--- config.mk ---
export PLATFORM = sky130hd
export DESIGN_NAME = gpib_aux_command_decoder
export DESIGN_NICKNAME = d
export VERILOG_FILES = /design/src/pkg/aux_cmd_pkg.sv /design/src/rtl/aux_set_clear_bit.sv /design/src/rtl/t1_delay_counter.sv /design/src/rtl/gpib_aux_command_decoder.sv
export SDC_FILE = /design/constraint.sdc
export NUM_CORES = 1
export LEC_CHECK = 0
export ABC_AREA = 0
export ABC_CLOCK_PERIOD_IN_PS = 2100
export BUFFER_PORTS_ARGS = -buffer_cell sky130_fd_sc_hd__buf_4
export CORE_UTILIZATION = 55
export CTS_BUF_LIST = sky130_fd_sc_hd__clkbuf_4 sky130_fd_sc_hd__clkbuf_8
export DETAILED_ROUTE_END_ITERATION = 6
export GPL_TIMING_DRIVEN = 0
export HOLD_SLACK_MARGIN = 0.12
export PLACE_DENSITY = 0.79
export SKIP_CTS_REPAIR_TIMING = 1
export SYNTH_ARGS = -nofsm -noshare
export SYNTH_HDL_FRONTEND = slang
export SYNTH_SLANG_ARGS = --single-unit
--- constraint.sdc ---
create_clock -name core_clk_i -period 2.1 [get_ports core_clk_i]
set_clock_uncertainty 0.15 [all_clocks]
set_input_delay 0.42 -clock core_clk_i [delete_from_list [all_inputs] [get_ports core_clk_i]]
set_output_delay 0.42 -clock core_clk_i [all_outputs]
set_load 0.02 [all_outputs]
--- src/pkg/aux_cmd_pkg.sv ---
// package of command codes, field positions, reset values and timing counts
// for the auxiliary command decoder; assumes a 25 MHz core clock.
package aux_cmd_pkg;
   // command codes, bit 7 excluded
   localparam logic [6:0] CMD_SWRST = 7'h00;
   localparam logic [6:0] CMD_FEOI = 7'h08;
   localparam logic [6:0] CMD_LON = 7'h09;
   localparam logic [6:0] CMD_TON = 7'h0A;
   localparam logic [6:0] CMD_DAI = 7'h13;
   localparam logic [6:0] CMD_PTS = 7'h14;
   localparam logic [6:0] CMD_STDL = 7'h15;
   localparam logic [6:0] CMD_VSTDL = 7'h17;
   localparam logic [6:0] CMD_ALT_SERVICE_REQUEST = 7'h18;
   localparam logic [6:0] CMD_SW = 7'h19;
   localparam logic [6:0] CMD_REQ = 7'h1A;
   localparam logic [6:0] CMD_CHRST = 7'h1C;
   localparam int SET_BIT = 7;
   // register offsets on the local port
   localparam logic [3:0] OFS_AUX = 4'h0;
   localparam logic [3:0] OFS_SERIAL_POLL_MODE_REGISTER = 4'h1;
   localparam logic [3:0] OFS_CFG = 4'h2;
   localparam logic [3:0] OFS_ACC_A = 4'h3;
   localparam logic [3:0] OFS_ACC_B = 4'h4;
   localparam logic [3:0] OFS_ACC_E = 4'h5;
   localparam logic [3:0] OFS_ACC_F = 4'h6;
   localparam logic [3:0] OFS_ACC_I = 4'h7;
   localparam logic [3:0] OFS_ACC_J = 4'h8;
   localparam logic [3:0] OFS_STATUS = 4'h9;
   localparam logic [3:0] OFS_COMMAND_PASS_THROUGH_REGISTER = 4'hA;
   localparam logic [3:0] OFS_PPR = 4'hB;
   localparam logic [3:0] OFS_FLAGS = 4'hC;
   // config register fields
   localparam int CFG_EOS = 0;
   localparam int CFG_NL = 1;
   localparam int CFG_PP1 = 2;
   localparam int CFG_STATUS_BYTE_OUT_IRQ_ENABLE = 3;
   localparam int CFG_ULPA = 4;
   localparam int CFG_IST = 5;
   // serial poll mode register service request bit
   localparam int SERIAL_POLL_MODE_REGISTER_RSV = 6;
   localparam logic [7:0] RESET_BYTE = 8'h00;
   // settle times in ns and their cycle counts (rounded down, no minimum)
   localparam int CLK_NS = 40;
   localparam int T1_NORM_NS = 2000;
   localparam int T1_SHORT_NS = 1100;
   localparam int T1_VSHORT_NS = 500;
   localparam logic [7:0] T1_NORM_CYC = 8'(T1_NORM_NS / CLK_NS);
   localparam logic [7:0] T1_SHORT_CYC = 8'(T1_SHORT_NS / CLK_NS);
   localparam logic [7:0] T1_VSHORT_CYC = 8'(T1_VSHORT_NS / CLK_NS);
endpackage

--- src/rtl/aux_set_clear_bit.sv ---
// one set/clear flag of the command decoder with a forced clear
// assumes synchronous active-high reset and one-cycle strobes
`timescale 1ns/10ps
module aux_set_clear_bit
   import aux_cmd_pkg::*;
(
   input wire logic core_clk_i, // core clock
   input wire logic sys_rst_i, // synchronous reset
   input wire logic set_i, // set strobe
   input wire logic clr_i, // clear strobe
   input wire logic force_clr_i, // chip reset clear
   output logic q_o // flag value
);
   typedef struct packed
   {
      logic q;
   } st_t;
   st_t s_reg;
   st_t s_next;
   // set wins over a clear in the same cycle
   always_comb
   begin
      s_next = s_reg;
      if (clr_i || force_clr_i)
      begin
         s_next.q = 1'b0;
      end
      if (set_i)
      begin
         s_next.q = 1'b1;
      end
   end
   always_ff @(posedge core_clk_i)
   begin
      if (sys_rst_i)
         s_reg <= '0;
      else
         s_reg <= s_next;
   end
   assign q_o = s_reg.q;
endmodule

--- src/rtl/t1_delay_counter.sv ---
// source handshake settle timer: counts a loaded number of cycles
// assumes start is a one-cycle strobe
`timescale 1ns/10ps
module t1_delay_counter
   import aux_cmd_pkg::*;
(
   input wire logic core_clk_i, // core clock
   input wire logic sys_rst_i, // synchronous reset
   input wire logic start_i, // begin settle time
   input wire logic [7:0] cycles_i, // cycle count to wait
   output logic done_o // settle time elapsed (pulse)
);
   typedef struct packed
   {
      logic [7:0] cnt;
      logic busy;
      logic done;
   } st_t;
   st_t s_reg;
   st_t s_next;
   always_comb
   begin
      s_next = s_reg;
      s_next.done = 1'b0;
      if (start_i)
      begin
         s_next.cnt = cycles_i;
         s_next.busy = 1'b1;
      end
      else if (s_reg.busy)
      begin
         if (s_reg.cnt <= 8'h01)
         begin
            s_next.busy = 1'b0;
            s_next.done = 1'b1;
         end
         else
            s_next.cnt = s_reg.cnt - 8'h01;
      end
   end
   always_ff @(posedge core_clk_i)
   begin
      if (sys_rst_i)
         s_reg <= '0;
      else
         s_reg <= s_next;
   end
   assign done_o = s_reg.done;
endmodule

--- src/rtl/gpib_aux_command_decoder.sv ---
// auxiliary command decoder: command port, poll/service request control,
// settle time selection and chip reset of configuration state.
// assumes the local port master keeps strobes one cycle wide and that
// the bus-side engine reports secondaries, poll byte send and polls.
//
// Local design decisions: the placing of the registers and the plain strobed port.
`timescale 1ns/10ps
module gpib_aux_command_decoder
   import aux_cmd_pkg::*;
(
   input wire logic core_clk_i, // core clock
   input wire logic sys_rst_i, // synchronous reset
   input wire logic [3:0] addr_i, // register address
   input wire logic [7:0] wdata_i, // write data
   input wire logic wr_i, // write strobe
   input wire logic rd_i, // read strobe
   output logic [7:0] rdata_o, // read data, cycle after rd_i
   input wire logic irq_raw_i, // combined masked interrupt
   input wire logic sec_rx_i, // secondary byte received
   input wire logic [7:0] sec_byte_i, // received secondary byte
   input wire logic ppc_rx_i, // configure command received
   input wire logic ppe_rx_i, // enable command received
   input wire logic stb_sent_i, // status byte sent in poll
   input wire logic talk_byte_i, // talker sends a data byte
   output logic int_o, // interrupt pin
   output logic swrst_o, // soft reset message
   output logic lon_o, // listener forced active
   output logic ton_o, // talker forced active
   output logic eoi_o, // end-or-identify with this byte
   output logic unc_o, // unrecognized command flag
   output logic rsv_o, // local service request
   output logic legacy_o, // legacy compatibility mode
   output logic [7:0] t1_cycles_o, // settle time in cycles
   output logic t1_done_o, // settle time elapsed pulse
   output logic [7:0] ppr_o // poll response value
);
   typedef struct packed
   {
      logic swrst;
      logic feoi;
      logic pts;
      logic unrecognized_command_flag;
      logic legacy;
      logic rsv;
      logic req_pend;
      logic req_val;
      logic [7:0] serial_poll_mode_register;
      logic [7:0] cfg;
      logic [7:0] acc_a;
      logic [7:0] acc_b;
      logic [7:0] acc_e;
      logic [7:0] acc_f;
      logic [7:0] acc_i;
      logic [7:0] acc_j;
      logic [7:0] command_pass_through_register;
      logic [7:0] poll_response_register;
      logic [7:0] rdata;
      logic [7:0] t1;
      logic eoi;
      logic irq;
   } st_t;
   st_t s_reg;
   st_t s_next;
   logic aux_wr;
   logic [6:0] code;
   logic setf;
   logic chrst;
   logic lon_q;
   logic ton_q;
   logic dai_q;
   logic stdl_q;
   logic vstdl_q;
   logic alt_service_request_q;
   logic alt_service_request_clr;
   // command byte decode, bit 7 is the set form
   assign aux_wr = wr_i && (addr_i == OFS_AUX);
   assign code = wdata_i[6:0];
   assign setf = wdata_i[SET_BIT];
   assign chrst = aux_wr && (code == CMD_CHRST) && !setf;
   // poll byte sent clears the alternate request
   assign alt_service_request_clr = stb_sent_i;
   // paired set/clear flags
   aux_set_clear_bit u_lon
   (
      .core_clk_i(core_clk_i),
      .sys_rst_i(sys_rst_i),
      .set_i(aux_wr && code == CMD_LON && setf && !s_reg.swrst),
      .clr_i(aux_wr && code == CMD_LON && !setf),
      .force_clr_i(chrst || s_reg.swrst),
      .q_o(lon_q)
   );
   aux_set_clear_bit u_ton
   (
      .core_clk_i(core_clk_i),
      .sys_rst_i(sys_rst_i),
      .set_i(aux_wr && code == CMD_TON && setf && !s_reg.swrst),
      .clr_i(aux_wr && code == CMD_TON && !setf),
      .force_clr_i(chrst || s_reg.swrst),
      .q_o(ton_q)
   );
   aux_set_clear_bit u_dai
   (
      .core_clk_i(core_clk_i),
      .sys_rst_i(sys_rst_i),
      .set_i(aux_wr && code == CMD_DAI && setf),
      .clr_i(aux_wr && code == CMD_DAI && !setf),
      .force_clr_i(1'b0),
      .q_o(dai_q)
   );
   aux_set_clear_bit u_stdl
   (
      .core_clk_i(core_clk_i),
      .sys_rst_i(sys_rst_i),
      .set_i(aux_wr && code == CMD_STDL && setf),
      .clr_i(aux_wr && code == CMD_STDL && !setf),
      .force_clr_i(1'b0),
      .q_o(stdl_q)
   );
   aux_set_clear_bit u_vstdl
   (
      .core_clk_i(core_clk_i),
      .sys_rst_i(sys_rst_i),
      .set_i(aux_wr && code == CMD_VSTDL && setf),
      .clr_i(aux_wr && code == CMD_VSTDL && !setf),
      .force_clr_i(1'b0),
      .q_o(vstdl_q)
   );
   // alternate request; a poll send in the set cycle still loses to set
   aux_set_clear_bit u_alt_service_request
   (
      .core_clk_i(core_clk_i),
      .sys_rst_i(sys_rst_i),
      .set_i(aux_wr && code == CMD_ALT_SERVICE_REQUEST && setf),
      .clr_i(aux_wr && code == CMD_ALT_SERVICE_REQUEST && !setf),
      .force_clr_i(alt_service_request_clr),
      .q_o(alt_service_request_q)
   );
   // settle timer started by each talker byte
   t1_delay_counter u_t1
   (
      .core_clk_i(core_clk_i),
      .sys_rst_i(sys_rst_i),
      .start_i(talk_byte_i),
      .cycles_i(s_reg.t1),
      .done_o(t1_done_o)
   );
   // main next-state logic
   always_comb
   begin
      s_next = s_reg;
      s_next.rdata = RESET_BYTE;
      // settle time select, very short takes priority
      if (vstdl_q)
         s_next.t1 = T1_VSHORT_CYC;
      else if (stdl_q)
         s_next.t1 = T1_SHORT_CYC;
      else
         s_next.t1 = T1_NORM_CYC;
      // end-or-identify rides on next talker byte then drops
      s_next.eoi = 1'b0;
      if (talk_byte_i && s_reg.feoi)
      begin
         s_next.eoi = 1'b1;
         s_next.feoi = 1'b0;
      end
      // status and holdoffs untouched; only the pin is gated
      s_next.irq = irq_raw_i && !dai_q;
      // pass-through and unrecognized command flag
      if (sec_rx_i && s_reg.pts)
      begin
         s_next.unrecognized_command_flag = 1'b1;
         s_next.command_pass_through_register = sec_byte_i;
         s_next.pts = 1'b0;
      end
      if (!s_reg.cfg[CFG_PP1] && (ppc_rx_i || ppe_rx_i))
      begin
         s_next.unrecognized_command_flag = 1'b1;
      end
      if (s_reg.cfg[CFG_PP1] && ppe_rx_i)
      begin
         s_next.poll_response_register = sec_byte_i;
      end
      // reading the flag register clears the unrecognized flag
      if (rd_i && addr_i == OFS_FLAGS)
      begin
         s_next.rdata = {7'h00, s_reg.unrecognized_command_flag};
         if (!(sec_rx_i && s_reg.pts) && !ppc_rx_i && !ppe_rx_i)
            s_next.unrecognized_command_flag = 1'b0;
      end
      // remaining reads
      if (rd_i)
      begin
         case (addr_i)
            OFS_SERIAL_POLL_MODE_REGISTER: s_next.rdata = s_reg.serial_poll_mode_register;
            OFS_CFG: s_next.rdata = s_reg.cfg;
            OFS_ACC_A: s_next.rdata = s_reg.acc_a;
            OFS_ACC_B: s_next.rdata = s_reg.acc_b;
            OFS_ACC_E: s_next.rdata = s_reg.acc_e;
            OFS_ACC_F: s_next.rdata = s_reg.acc_f;
            OFS_ACC_I: s_next.rdata = s_reg.acc_i;
            OFS_ACC_J: s_next.rdata = s_reg.acc_j;
            OFS_STATUS: s_next.rdata = {s_reg.legacy, s_reg.rsv,
               alt_service_request_q, vstdl_q, stdl_q, dai_q, ton_q, lon_q};
            OFS_COMMAND_PASS_THROUGH_REGISTER: s_next.rdata = s_reg.command_pass_through_register;
            OFS_PPR: s_next.rdata = s_reg.poll_response_register;
            OFS_FLAGS: s_next.rdata = {7'h00, s_reg.unrecognized_command_flag};
            default: s_next.rdata = RESET_BYTE;
         endcase
      end
      // register writes
      if (wr_i)
      begin
         case (addr_i)
            OFS_SERIAL_POLL_MODE_REGISTER:
            begin
               s_next.serial_poll_mode_register = wdata_i;
               if (s_reg.req_pend)
               begin
                  s_next.rsv = s_reg.req_val;
                  s_next.req_pend = 1'b0;
               end
            end
            OFS_CFG: s_next.cfg = wdata_i;
            OFS_ACC_A: s_next.acc_a = wdata_i;
            OFS_ACC_B: s_next.acc_b = wdata_i;
            OFS_ACC_E: s_next.acc_e = wdata_i;
            OFS_ACC_F: s_next.acc_f = wdata_i;
            OFS_ACC_I: s_next.acc_i = wdata_i;
            OFS_ACC_J: s_next.acc_j = wdata_i;
            OFS_PPR: s_next.poll_response_register = wdata_i;
            default: s_next.poll_response_register = s_reg.poll_response_register;
         endcase
      end
      // auxiliary command execution
      if (aux_wr)
      begin
         case (code)
            CMD_SWRST: s_next.swrst = setf;
            CMD_FEOI: s_next.feoi = !setf;
            CMD_PTS: s_next.pts = !setf;
            CMD_SW: s_next.legacy = s_reg.legacy || setf;
            CMD_REQ:
            begin
               if (s_reg.cfg[CFG_STATUS_BYTE_OUT_IRQ_ENABLE])
               begin
                  s_next.rsv = setf;
                  s_next.req_pend = 1'b0;
               end
               else
               begin
                  s_next.req_pend = 1'b1;
                  s_next.req_val = setf;
               end
            end
            default: s_next.legacy = s_reg.legacy;
         endcase
      end
      // chip reset of configuration state
      if (chrst)
      begin
         s_next.swrst = 1'b1;
         s_next.feoi = 1'b0;
         s_next.pts = 1'b0;
         s_next.serial_poll_mode_register = RESET_BYTE;
         s_next.cfg[CFG_EOS] = 1'b0;
         s_next.cfg[CFG_NL] = 1'b0;
         s_next.cfg[CFG_IST] = 1'b0;
         s_next.cfg[CFG_ULPA] = 1'b0;
         s_next.acc_a = RESET_BYTE;
         s_next.acc_b = RESET_BYTE;
         s_next.acc_e = RESET_BYTE;
         s_next.acc_f = RESET_BYTE;
         s_next.acc_i = RESET_BYTE;
         s_next.acc_j = RESET_BYTE;
         s_next.req_pend = 1'b0;
      end
   end
   // state register, hardware reset sets soft reset message
   always_ff @(posedge core_clk_i)
   begin
      if (sys_rst_i)
      begin
         s_reg <= '0;
         s_reg.swrst <= 1'b1;
         s_reg.t1 <= T1_NORM_CYC;
      end
      else
         s_reg <= s_next;
   end
   // outputs; service request combines all three sources
   logic rsv_q;
   always_ff @(posedge core_clk_i)
   begin
      if (sys_rst_i)
         rsv_q <= 1'b0;
      else
         rsv_q <= (s_next.rsv || s_next.serial_poll_mode_register[SERIAL_POLL_MODE_REGISTER_RSV] || alt_service_request_q)
            && !s_next.swrst;
   end
   assign rdata_o = s_reg.rdata;
   assign int_o = s_reg.irq;
   assign swrst_o = s_reg.swrst;
   assign lon_o = lon_q;
   assign ton_o = ton_q;
   assign eoi_o = s_reg.eoi;
   assign unc_o = s_reg.unrecognized_command_flag;
   assign rsv_o = rsv_q;
   assign legacy_o = s_reg.legacy;
   assign t1_cycles_o = s_reg.t1;
   assign ppr_o = s_reg.poll_response_register;
endmodule

==> impl_results.md, run 1 <==
* H-tree Lvls at 4
* Fmax at 0.462 GHz
* Residual DRC count at 0
* Worst slew pin tran at 0.784 ns
* Clock Sinks at 120
* Post-Route WL at 17.9 mm
* Vias in the first global route at 4,961
* Crit path capture type: flop
* Initial Util at 0.575
* Synth unique cells at 58
* Post-DP HPWL at 12.7 mm
* Slowest CP cell: nor2b_1
* WS Path Type: in2reg
* Largest net degree at the start of global routing at 17
* RD Place Congestion at 0.966
* Arrival @ worst endpoint at 2.39 ns
* Synth top area cells: dfxtp_1 42%, mux2i_1 10%, nor2_1 4.8%
* Leading area contributor after synthesis: dfxtp_1
* Synth cell count leaders: 120 x dfxtp_1, 73 x nor2_1, 59 x mux2i_1, 57 x nand2_1, 45 x a21oi_1
* Initial antenna violation count at 0
* PortBufs at 54
* Max Root-Sink Buffers at 2
* First-pass GRT wire length at 27.4 mm
* Comb pwr share at 0.106
* Hold Crit Class: in2reg
* Worst setup SP type: input pin
* Cell row count at 36
* Worst slew margin at 0.477
* Final worst slack at -0.0644 ns
* Final period util at 1.03
* Max FO, Critical Path at 10
* Die Span Y at 104 um
* Cell Area, Synth at 5730 um2
* Part of the power in registers at 0.479
* Core area at 9950 um2
* Skew-Pair Late Insertion Delay at 0.46 ns
* GRT Util Overall at 0.338
* Fin area at 6830 um2
* # setup viols final at 3
* Area growth syn-to-layout at 19.2%
* Fin. Hold Viols at 0
* Synth top area share at 0.419
* Die Wd at 104 um
* Net Sw Power at 0.00122 W
* Routed vias/inst at 5.89
* Routed Antenna Nets at 0
* Cell chain of the critical path: buf_4 -> buf_2 -> nor2b_1 -> clkbuf_1 -> a22oi_1 -> o21ai_0 -> o21ai_0 -> a21oi_1
* Vias at 5,211
* Critical Path RT at 2.33 ns
* Outcome: complete, but fails checks
* # diodes at 0
* Setup TNS at -0.0962 ns
* Drt wl/cell at 20.2 um
* Fill cells at 852
* CP Buf/Inv Count at 3
* MaxCap Viol Count at 0
* Root Driver: clkbuf_8
* Total area of sequential cells at 2400 um2
* CTS tree: yes
* Async SR Flop Fraction at 0
* Full die area at 10,800 um2
* Synthesized flop and latch total at 120
* Gate Count Post-Synth at 660
* Core Util, Final at 0.686
* TritonCTS Buffers at 17
* Violated checks: negative setup slack
* Sw frac at 0.249
* Area of the multi-input gates at 2870 um2
* Leakage at 2.67 nW
* DR pass1 iterations at 5
* Cell with the most instances after synthesis: dfxtp_1
* RSZ-0062 raised after global routing: yes
* Internal power at 0.00367 W
* Power per cell area at 716 nW/um2
* Mapped Avg Cell Area at 8.68 um2
* Register area share after synthesis at 0.419
* Fin crit period at 2.16 ns
* Ports at 63
* Power share of the clock group at 0.415
* Critical path's top delay family: compound AO/OA/AOI/OAI gates
* Nets@finish at 776
* Clk slew on worst S/H paths at 0.06 ns
* VDD IR max at 0.514 mV
* CP dominant cell by count: o21ai_0
* Number of flops mapped to enable cells by yosys at 0
* Largest register FFs at 77
* Max Slew Vio Count at 0
* Yosys warning count at 0
* Crit-path max cell delay at 0.46 ns
* Aggregate global routing overflow at 0
* Layout cells sized above 1 at 0.206
* Ys flop type: dfxtp_1
* Post-DP Area at 6300 um2
* Initial DRC count at 436
[cell families (layout without fill, tap and decap cells)]
| logic type | count (synthesis) | in the layout | synth area share |
|---|---|---|---|
| compound gates | 129 | 129 | 0.152 |
| flops | 120 | 120 | 0.419 |
| buf+inv | 99 | 190 | 0.0865 |
| other cells | 1 | 2 | 0.000655 |
| simple gates | 234 | 234 | 0.200 |
| xor+xnor | 7 | 7 | 0.0107 |
| fa+ha+maj | 2 | 2 | 0.00437 |
| mux | 68 | 68 | 0.127 |
[worst register-to-register path, delay by kind of cell, from the launching register on]
| kind | cells | cell delay [ns] |
|---|---|---|
| AND/OR/NAND/NOR | 2 | 0.70 |
| XOR/XNOR | 1 | 0.16 |
| AO/OA/AOI/OAI | 2 | 0.41 |
| flip-flops | 1 | 0.35 |
| buffers and inverters | 1 | 0.15 |
[per-stage QoR]
| step | total power, W | worst slack [ns] | hold WS (ns) | std cells |
|---|---|---|---|---|
| floorplan | 0.00268 | 0.0125 | 0.272 | 661 |
| global placement | 0.00285 | -0.655 | 0.293 | 848 |
| detailed placement | 0.00286 | -0.599 | 0.298 | 848 |
| CTS | 0.00486 | -0.155 | 0.0687 | 875 |
| global route | 0.00505 | -0.125 | 0.130 | 885 |
| finish | 0.00489 | -0.0644 | 0.118 | 885 |
[final timing paths]
path              depth (start not counted)  slack [ns]           from       endpoint
hold reg to reg                           2        0.31      s_reg[94]      s_reg[94]
hold / removal                            4        0.12    talk_byte_i    u_t1.done_o
setup / recovery                          8       -0.06      addr_i[1]     rdata_o[6]
setup reg to reg                          6        0.07  u_t1.s_reg[6]  u_t1.s_reg[2]
[layout by cell type (no fill, tap or decap), drive strengths merged, types with 3 or more instances in the layout]
cell         netlist  final
a211oi             3      3
a21oi             46     46
a221oi            15     15
a22o               6      6
a22oi              7      7
a2bb2oi            3      3
a31oi              3      3
a32oi              3      3
and2               4      4
and3              10     10
and3b              3      3
buf               48    100
clkbuf            29     54
dfxtp            120    120
dlygate4sd3        0     10
inv               22     22
mux2               6      6
mux2i             59     59
mux4               3      3
nand2             57     57
nand3             32     32
nand3b             6      6
nor2              73     73
nor2b             10     10
nor3               7      7
nor3b              8      8
nor4               4      4
o21ai             24     24
or3                9      9
xnor2              5      5
[metal layers]
| layer | vias up | GRT usage | wire (um) |
|---|---|---|---|
| met2 | 262 | 0.508 | 8110 |
| met5 | - | 0 | 0 |
| met3 | 42 | 0.107 | 1670 |
| met1 | 2449 | 0.430 | 7400 |
| li1 | 2458 | - | - |
| met4 | 0 | 0.186 | 698 |
[power by group through the flow]
stage / combinational, W / sequential (W) / clock (W)
after global routing: 0.000552 / 0.00234 / 0.00216
after CTS: 0.000477 / 0.00234 / 0.00204
after global placement: 0.000466 / 0.00239 / 0
after detailed placement: 0.000472 / 0.00239 / 0
final: 0.000518 / 0.00234 / 0.00203
after floorplan: 0.000295 / 0.00238 / 0
[final cells by class]
| cell class | instances | share of cell area |
|---|---|---|
| multi-input cells | 442 | 0.420 |
| flip-flops and latches | 120 | 0.352 |
| repair buffers | 64 | 0.0740 |
| plain buffers | 77 | 0.0626 |
| clock buffers | 23 | 0.0445 |
| well taps | 133 | 0.0244 |
| inverters | 22 | 0.0121 |
| clock inverters | 4 | 0.0103 |
(Power assumes the default switching activity.)
==> run 2, diff against run 1 <==
- PLACE_DENSITY: 0.79 -> 0.78
- SYNTH_HIERARCHICAL: unset -> 1
==> run 2 against run 1 <==
The flow now finishes without violations. Non-clock buffer count unchanged. Critical path type unchanged. Synthesized cell count increased by 5.9%. Critical path depth decreased by 3. Combinational power increased by 8.3%. Clock power increased by 6%.
==> impl_results.md, run 2 <==
* Outcome: finished clean
* Fin. Hold Viols at 0 (unchanged)
* Full die area at 11,400 um2 (+4.8%)
* Residual DRC count at 0 (unchanged)
* Synth unique cells at 74 (+28%)
* Register area share after synthesis at 0.400 (-0.0197)
* Slowest CP cell: dlygate4sd3_1
* WS Path Type: in2reg
* Cell row count at 37 (+2.8%)
* Root Driver: clkbuf_8
* Yosys warning count at 6 (+6)
* Worst slew margin at 0.395 (-0.0826)
* Synth top area cells: dfxtp_1 40%, mux2i_1 8.8%, nand2_1 4.3%
* TritonCTS Buffers at 17 (unchanged)
* VDD IR max at 0.588 mV (+14%)
* Final worst slack at 0.0762 ns (+0.141 ns)
* Synthesized flop and latch total at 120 (unchanged)
* H-tree Lvls at 4 (unchanged)
* Cell Area, Synth at 6010 um2 (+4.9%)
* Largest register FFs at 77 (unchanged)
* Vias at 5,799 (+11%)
* RSZ-0062 raised after global routing: no
* Routed vias/inst at 6.15 (+4.4%)
* CP dominant cell by count: clkbuf_1
* PortBufs at 59 (+9.3%)
* Critical Path RT at 2.25 ns (-0.08 ns)
* Layout Cells excl Fill at 943 (+6.6%)
* Commonest cells after routing, fill and taps aside: 120 x dfxtp_1, 84 x buf_4, 69 x nand2_1
* Hold Crit Class: in2reg
* Nets@finish at 827 (+6.6%)
* Ys flop type: dfxtp_1
* Largest net degree at the start of global routing at 17 (unchanged)
* Max FO, Critical Path at 11 (+1)
* Placed insts at 900 (+6.1%)
* GRT Util Overall at 0.344 (+0.00640)
* Mapped Avg Cell Area at 8.60 um2 (-0.92%)
* Leading area contributor after synthesis: dfxtp_1
* Initial DRC count at 746 (+71%)
* Leakage at 2.67 nW (+0.20%)
* Fmax at 0.494 GHz (+6.9%)
* Max Root-Sink Buffers at 2 (unchanged)
* Die Wd at 107 um (+2.4%)
* Crit-path max cell delay at 0.54 ns (+0.08 ns)
* # setup viols final at 0 (-3)
* Crit path capture type: flop
* Number of flops mapped to enable cells by yosys at 0 (unchanged)
* Post-DP HPWL at 13.2 mm (+4.0%)
* Layout cells sized above 1 at 0.235 (+0.0293)
* Clock Sinks at 120 (unchanged)
* Die Span Y at 107 um (+2.4%)
* Vias in the first global route at 5,398 (+8.8%)
* Post-DP Area at 6650 um2 (+5.4%)
* Final period util at 0.964 (-0.0670)
* # diodes at 0 (unchanged)
* DR pass1 iterations at 7 (+2)
* Aggregate global routing overflow at 0 (unchanged)
* Async SR Flop Fraction at 0 (unchanged)
* Cell chain of the critical path: dlygate4sd3_1 -> buf_4 -> clkbuf_1 -> clkbuf_1 -> a221oi_1
* CTS tree: yes
* Routed Antenna Nets at 0 (unchanged)
* Fin area at 7220 um2 (+5.8%)
* Post-Place Worst Slack at -0.515 ns (+0.0834 ns)
* Area growth syn-to-layout at 20.2%
* Max Slew Vio Count at 0 (unchanged)
* Cell with the most instances after synthesis: dfxtp_1
* MaxCap Viol Count at 0 (unchanged)
* Initial Util at 0.575 (-0.000911)
* Drt wl/cell at 20.1 um (-0.53%)
* Skew-Pair Late Insertion Delay at 0.46 ns (about the same)
* Initial antenna violation count at 0 (unchanged)
* Worst setup SP type: input pin
* Gate Count Post-Synth at 699 (+5.9%)
* RD Place Congestion at 0.942 (-2.5%)
* Worst slew pin tran at 0.908 ns (+0.124 ns)
* Synth top area share at 0.400 (-0.0197)
* Power per cell area at 701 nW/um2 (-2.0%)
* Core area at 10,500 um2 (+5.1%)
* Arrival @ worst endpoint at 2.17 ns (-0.22 ns)
* Synth cell count leaders: 120 x dfxtp_1, 69 x nand2_1, 67 x nor2_1, 53 x mux2i_1, 48 x a21oi_1
* Fin crit period at 2.02 ns (-0.141 ns)
* Ports at 63 (unchanged)
* Clk slew on worst S/H paths at 0.07 ns (about the same)
* Commonest non-fill, non-tap cell in the layout: dfxtp_1
* Post-Route WL at 19.0 mm (+6.0%)
* First-pass GRT wire length at 28.8 mm (+5.2%)
run 2: cell families (layout without fill, tap and decap cells):
logic type | Yosys count | in the layout | share of synthesized area
buffers and inverters | 99 | 201 | 0.0881
muxes | 65 | 65 | 0.116
adders and majority gates | 2 | 2 | 0.00416
and+or+nand+nor | 259 | 259 | 0.221
xor gates and xnor gates | 1 | 1 | 0.00146
AOI/OAI and AO/OA | 152 | 152 | 0.169
DFF | 120 | 120 | 0.400
other | 1 | 7 | 0.000624
run 2: path summary, 6_finish.rpt:
check | start | endpoint | slack [ns] | cells past startpoint
setup / recovery | sys_rst_i | ppr_o[7] | 0.08 | 5
hold / removal | sec_byte_i[7] | s_reg[33] | 0.12 | 3
setup reg to reg | u_t1/s_reg[2] | u_t1/s_reg[7] | 0.12 | 6
hold reg to reg | s_reg[31] | s_reg[31] | 0.31 | 2
run 2: per-stage QoR:
step,hold WS (ns),power [W],utilization,setup TNS (ns)
2_1_floorplan,0.256,0.00270,-,-0.00523
3_3_place_gp,0.292,0.00289,0.635,-34.47
3_5_place_dp,0.296,0.00290,0.635,-38.12
4_1_cts,0.0483,0.00503,0.675,-0.472
5_1_grt,0.134,0.00522,0.691,0
6_report,0.123,0.00507,0.691,0
run 2: metal layers:
layer	vias to the layer above	part of all wire	GRT usage
met2	391	0.43	0.513
met1	2709	0.41	0.452
met3	72	0.12	0.0907
li1	2627	-	-
met4	0	0.039	0.192
met5	-	0	0
run 2: critical path: cells and delay by family:
kind,cells,cell delay [ns]
buffers and inverters,4,1.64
AO/OA/AOI/OAI,1,0.10
run 2: cell type report:
class                   count  area [um2]
plain buffers              70         430
clock buffers              24         324
clock inverters             7        90.1
fillers                   860        3240
inverters                  29         109
multi-input cells         486        3130
flip-flops and latches    120        2400
well taps                 136         170
repair buffers             71         573
run 2: power by group:
part | internal, W | switching [W]
clock | 0.00124 | 0.000919
combinational | 0.000204 | 0.000357
sequential | 0.00231 | 0.0000312
==> run 3, diff against run 2 <==
- ABC_CLOCK_PERIOD_IN_PS: 2100 -> 1770
- CORE_ASPECT_RATIO: unset -> 0.6
- clock period: 2.1 -> 1.77 ns (I/O delays scaled with it)
==> run 3 against run 2 <==
The run now ends with negative setup slack left. Count of clock-buffer cells in the layout decreased by 3. Critical path type unchanged. First-iteration DRC count is 31% higher. Sequential share of layout area is 3.4 points lower.
==> impl_results.md, run 3 (synthesis gave the netlist of run 2 again) <==
* Fin crit period at 1.89 ns
* H-tree Lvls at 4 (unchanged)
* Met2 Use GR at 0.485 (-0.0272)
* Final period util at 1.07
* Die Span Y at 83.0 um (-22%)
* First-pass GRT wire length at 31.6 mm (+9.7%)
* Violated checks: negative setup slack
* Vias at 6,237 (+7.6%)
* Clock Sinks at 120 (unchanged)
* Initial Util at 0.567 (-0.00719)
* Placed insts at 903 (+0.33%)
* Power per cell area at 811 nW/um2 (+16%)
* Residual DRC count at 0 (unchanged)
* VDD IR max at 0.563 mV (-4.3%)
* RSZ-0062 raised after global routing: yes
* TritonCTS Buffers at 17 (unchanged)
* Largest net degree at the start of global routing at 17 (unchanged)
* Crit path capture type: flop
* Leakage at 2.93 nW (+9.7%)
* Worst hold margin at 0.0214 ns (-0.101 ns)
* Core Util, Final at 0.763 (+0.0726)
* Commonest cells after routing, fill and taps aside: 114 x dfxtp_1, 109 x buf_4, 67 x nand2_1
* Vias in the first global route at 5,464 (+1.2%)
* Largest register FFs at 77 (unchanged)
* Clk slew on worst S/H paths at 0.08 ns (about the same)
* MaxCap Viol Count at 0 (unchanged)
* Cell row count at 29 (-22%)
* Setup TNS at -3.13 ns (-3.13 ns)
* Routed Antenna Nets at 0 (unchanged)
* Arrival @ worst endpoint at 2.08 ns (-0.09 ns)
* RD Place Congestion at 0.985 (+4.5%)
* GRT Util Overall at 0.381 (+0.0372)
* Max FO, Critical Path at 5 (-6)
* # setup viols final at 59 (+59)
* Worst slew margin at 0.424 (+0.0288)
* R2R setup slack at -0.11 ns (-0.23 ns)
* Routed vias/inst at 6.38 (+3.7%)
* WS Path Type: in2reg
* Post-DP HPWL at 15.0 mm (+13%)
* GR peak layer: met1
* Full die area at 11,400 um2 (+0.12%)
* GR Util met3 at 0.150 (+0.0588)
* Die Wd at 137 um (+29%)
* # diodes at 0 (unchanged)
* DR pass1 iterations at 6 (-1)
* Worst setup SP type: input pin
* Layout cells sized above 1 at 0.372 (+0.136)
* Fmax at 0.529 GHz
* Initial DRC count at 978 (+31%)
* Area growth syn-to-layout at 34.5%
* Core area at 10,600 um2 (+1.3%)
* Commonest non-fill, non-tap cell in the layout: dfxtp_1
* Outcome: complete, but fails checks
* Layout Cells excl Fill at 978 (+3.7%)
* Max Slew Vio Count at 0 (unchanged)
* Max Root-Sink Buffers at 2 (unchanged)
* Drt wl/cell at 23.3 um (+16%)
* Hold Crit Class: in2reg
* PortBufs at 59 (unchanged)
* Nets@finish at 858 (+3.7%)
* Worst slew pin tran at 0.865 ns (-0.0432 ns)
* Post-Route WL at 22.8 mm (+20%)
* Aggregate global routing overflow at 0 (unchanged)
* Root Driver: clkbuf_8
* Post-Place Worst Slack at -0.696 ns (-0.181 ns)
* Skew-Pair Late Insertion Delay at 0.46 ns (about the same)
* Met1 Track Usage GR at 0.569 (+0.118)
* Ports at 63 (unchanged)
* Critical Path RT at 1.96 ns (-0.29 ns)
* CTS tree: yes
* Fin. Hold Viols at 0 (unchanged)
* Final worst slack at -0.122 ns (-0.198 ns)
* Initial antenna violation count at 2 (+2)
[run 3: cell types whose count changed in the layout (fill, tap and decap cells not counted), sizes merged]
| cell | change |
|---|---|
| clkbuf | -1 |
| dlygate4sd3 | +1 |
| buf | +28 |
| clkinv | +1 |
| clkinvlp | +1 |
| bufinv | +2 |
[run 3: per-layer routing]
layer	wire length [um]	up-vias
met1	9500	2952
met2	9110	515
met4	636	4
met3	3520	79
li1	-	2687
met5	64	-
[run 3: critical path: stages]
cell and delay, ns:
buf_6 0.10, buf_12 0.11, nor4_4 0.35, nand3_4 0.15, o41ai_4 0.48, buf_4 0.20
buf_8 0.12, clkbuf_16 0.16, nor2_2 0.04
[run 3: final cells by class]
class,instances,area (um2)
Buffer,68,510
Timing Repair Buffer,104,945
Multi-Input combinational cell,486,3480
Fill cell,725,2510
Sequential cell,120,2420
Inverter,29,109
Clock buffer,21,283
Clock inverter,11,170
Tap cell,139,174
[run 3: power by group]
| group | total, W | leakage, nW | switching [W] | internal [W] |
|---|---|---|---|---|
| logic | 0.000898 | 1.74 | 0.000530 | 0.000369 |
| clock network | 0.00287 | 0.221 | 0.00121 | 0.00166 |
| registers | 0.00279 | 0.974 | 0.0000448 | 0.00274 |
| total | 0.00655 | 2.93 | 0.00178 | 0.00477 |
[run 3: final timing paths]
kind	endpoint	startpoint	cells past startpoint
worst max-delay path	s_reg[81]	wdata_i[5]	9
worst min-delay path	u_ton/q_o	sys_rst_i	2
worst max register to register	u_t1/s_reg[3]	u_t1/s_reg[5]	4
worst min register to register	s_reg[88]	s_reg[88]	2
[run 3: per-stage QoR]
step           power (W)  instance area (um2)
6_report         0.00655                 8090
5_1_grt          0.00670                 8090
4_1_cts          0.00625                 7170
3_5_place_dp     0.00347                 6720
3_3_place_gp     0.00346                 6720
2_1_floorplan    0.00322                 6100
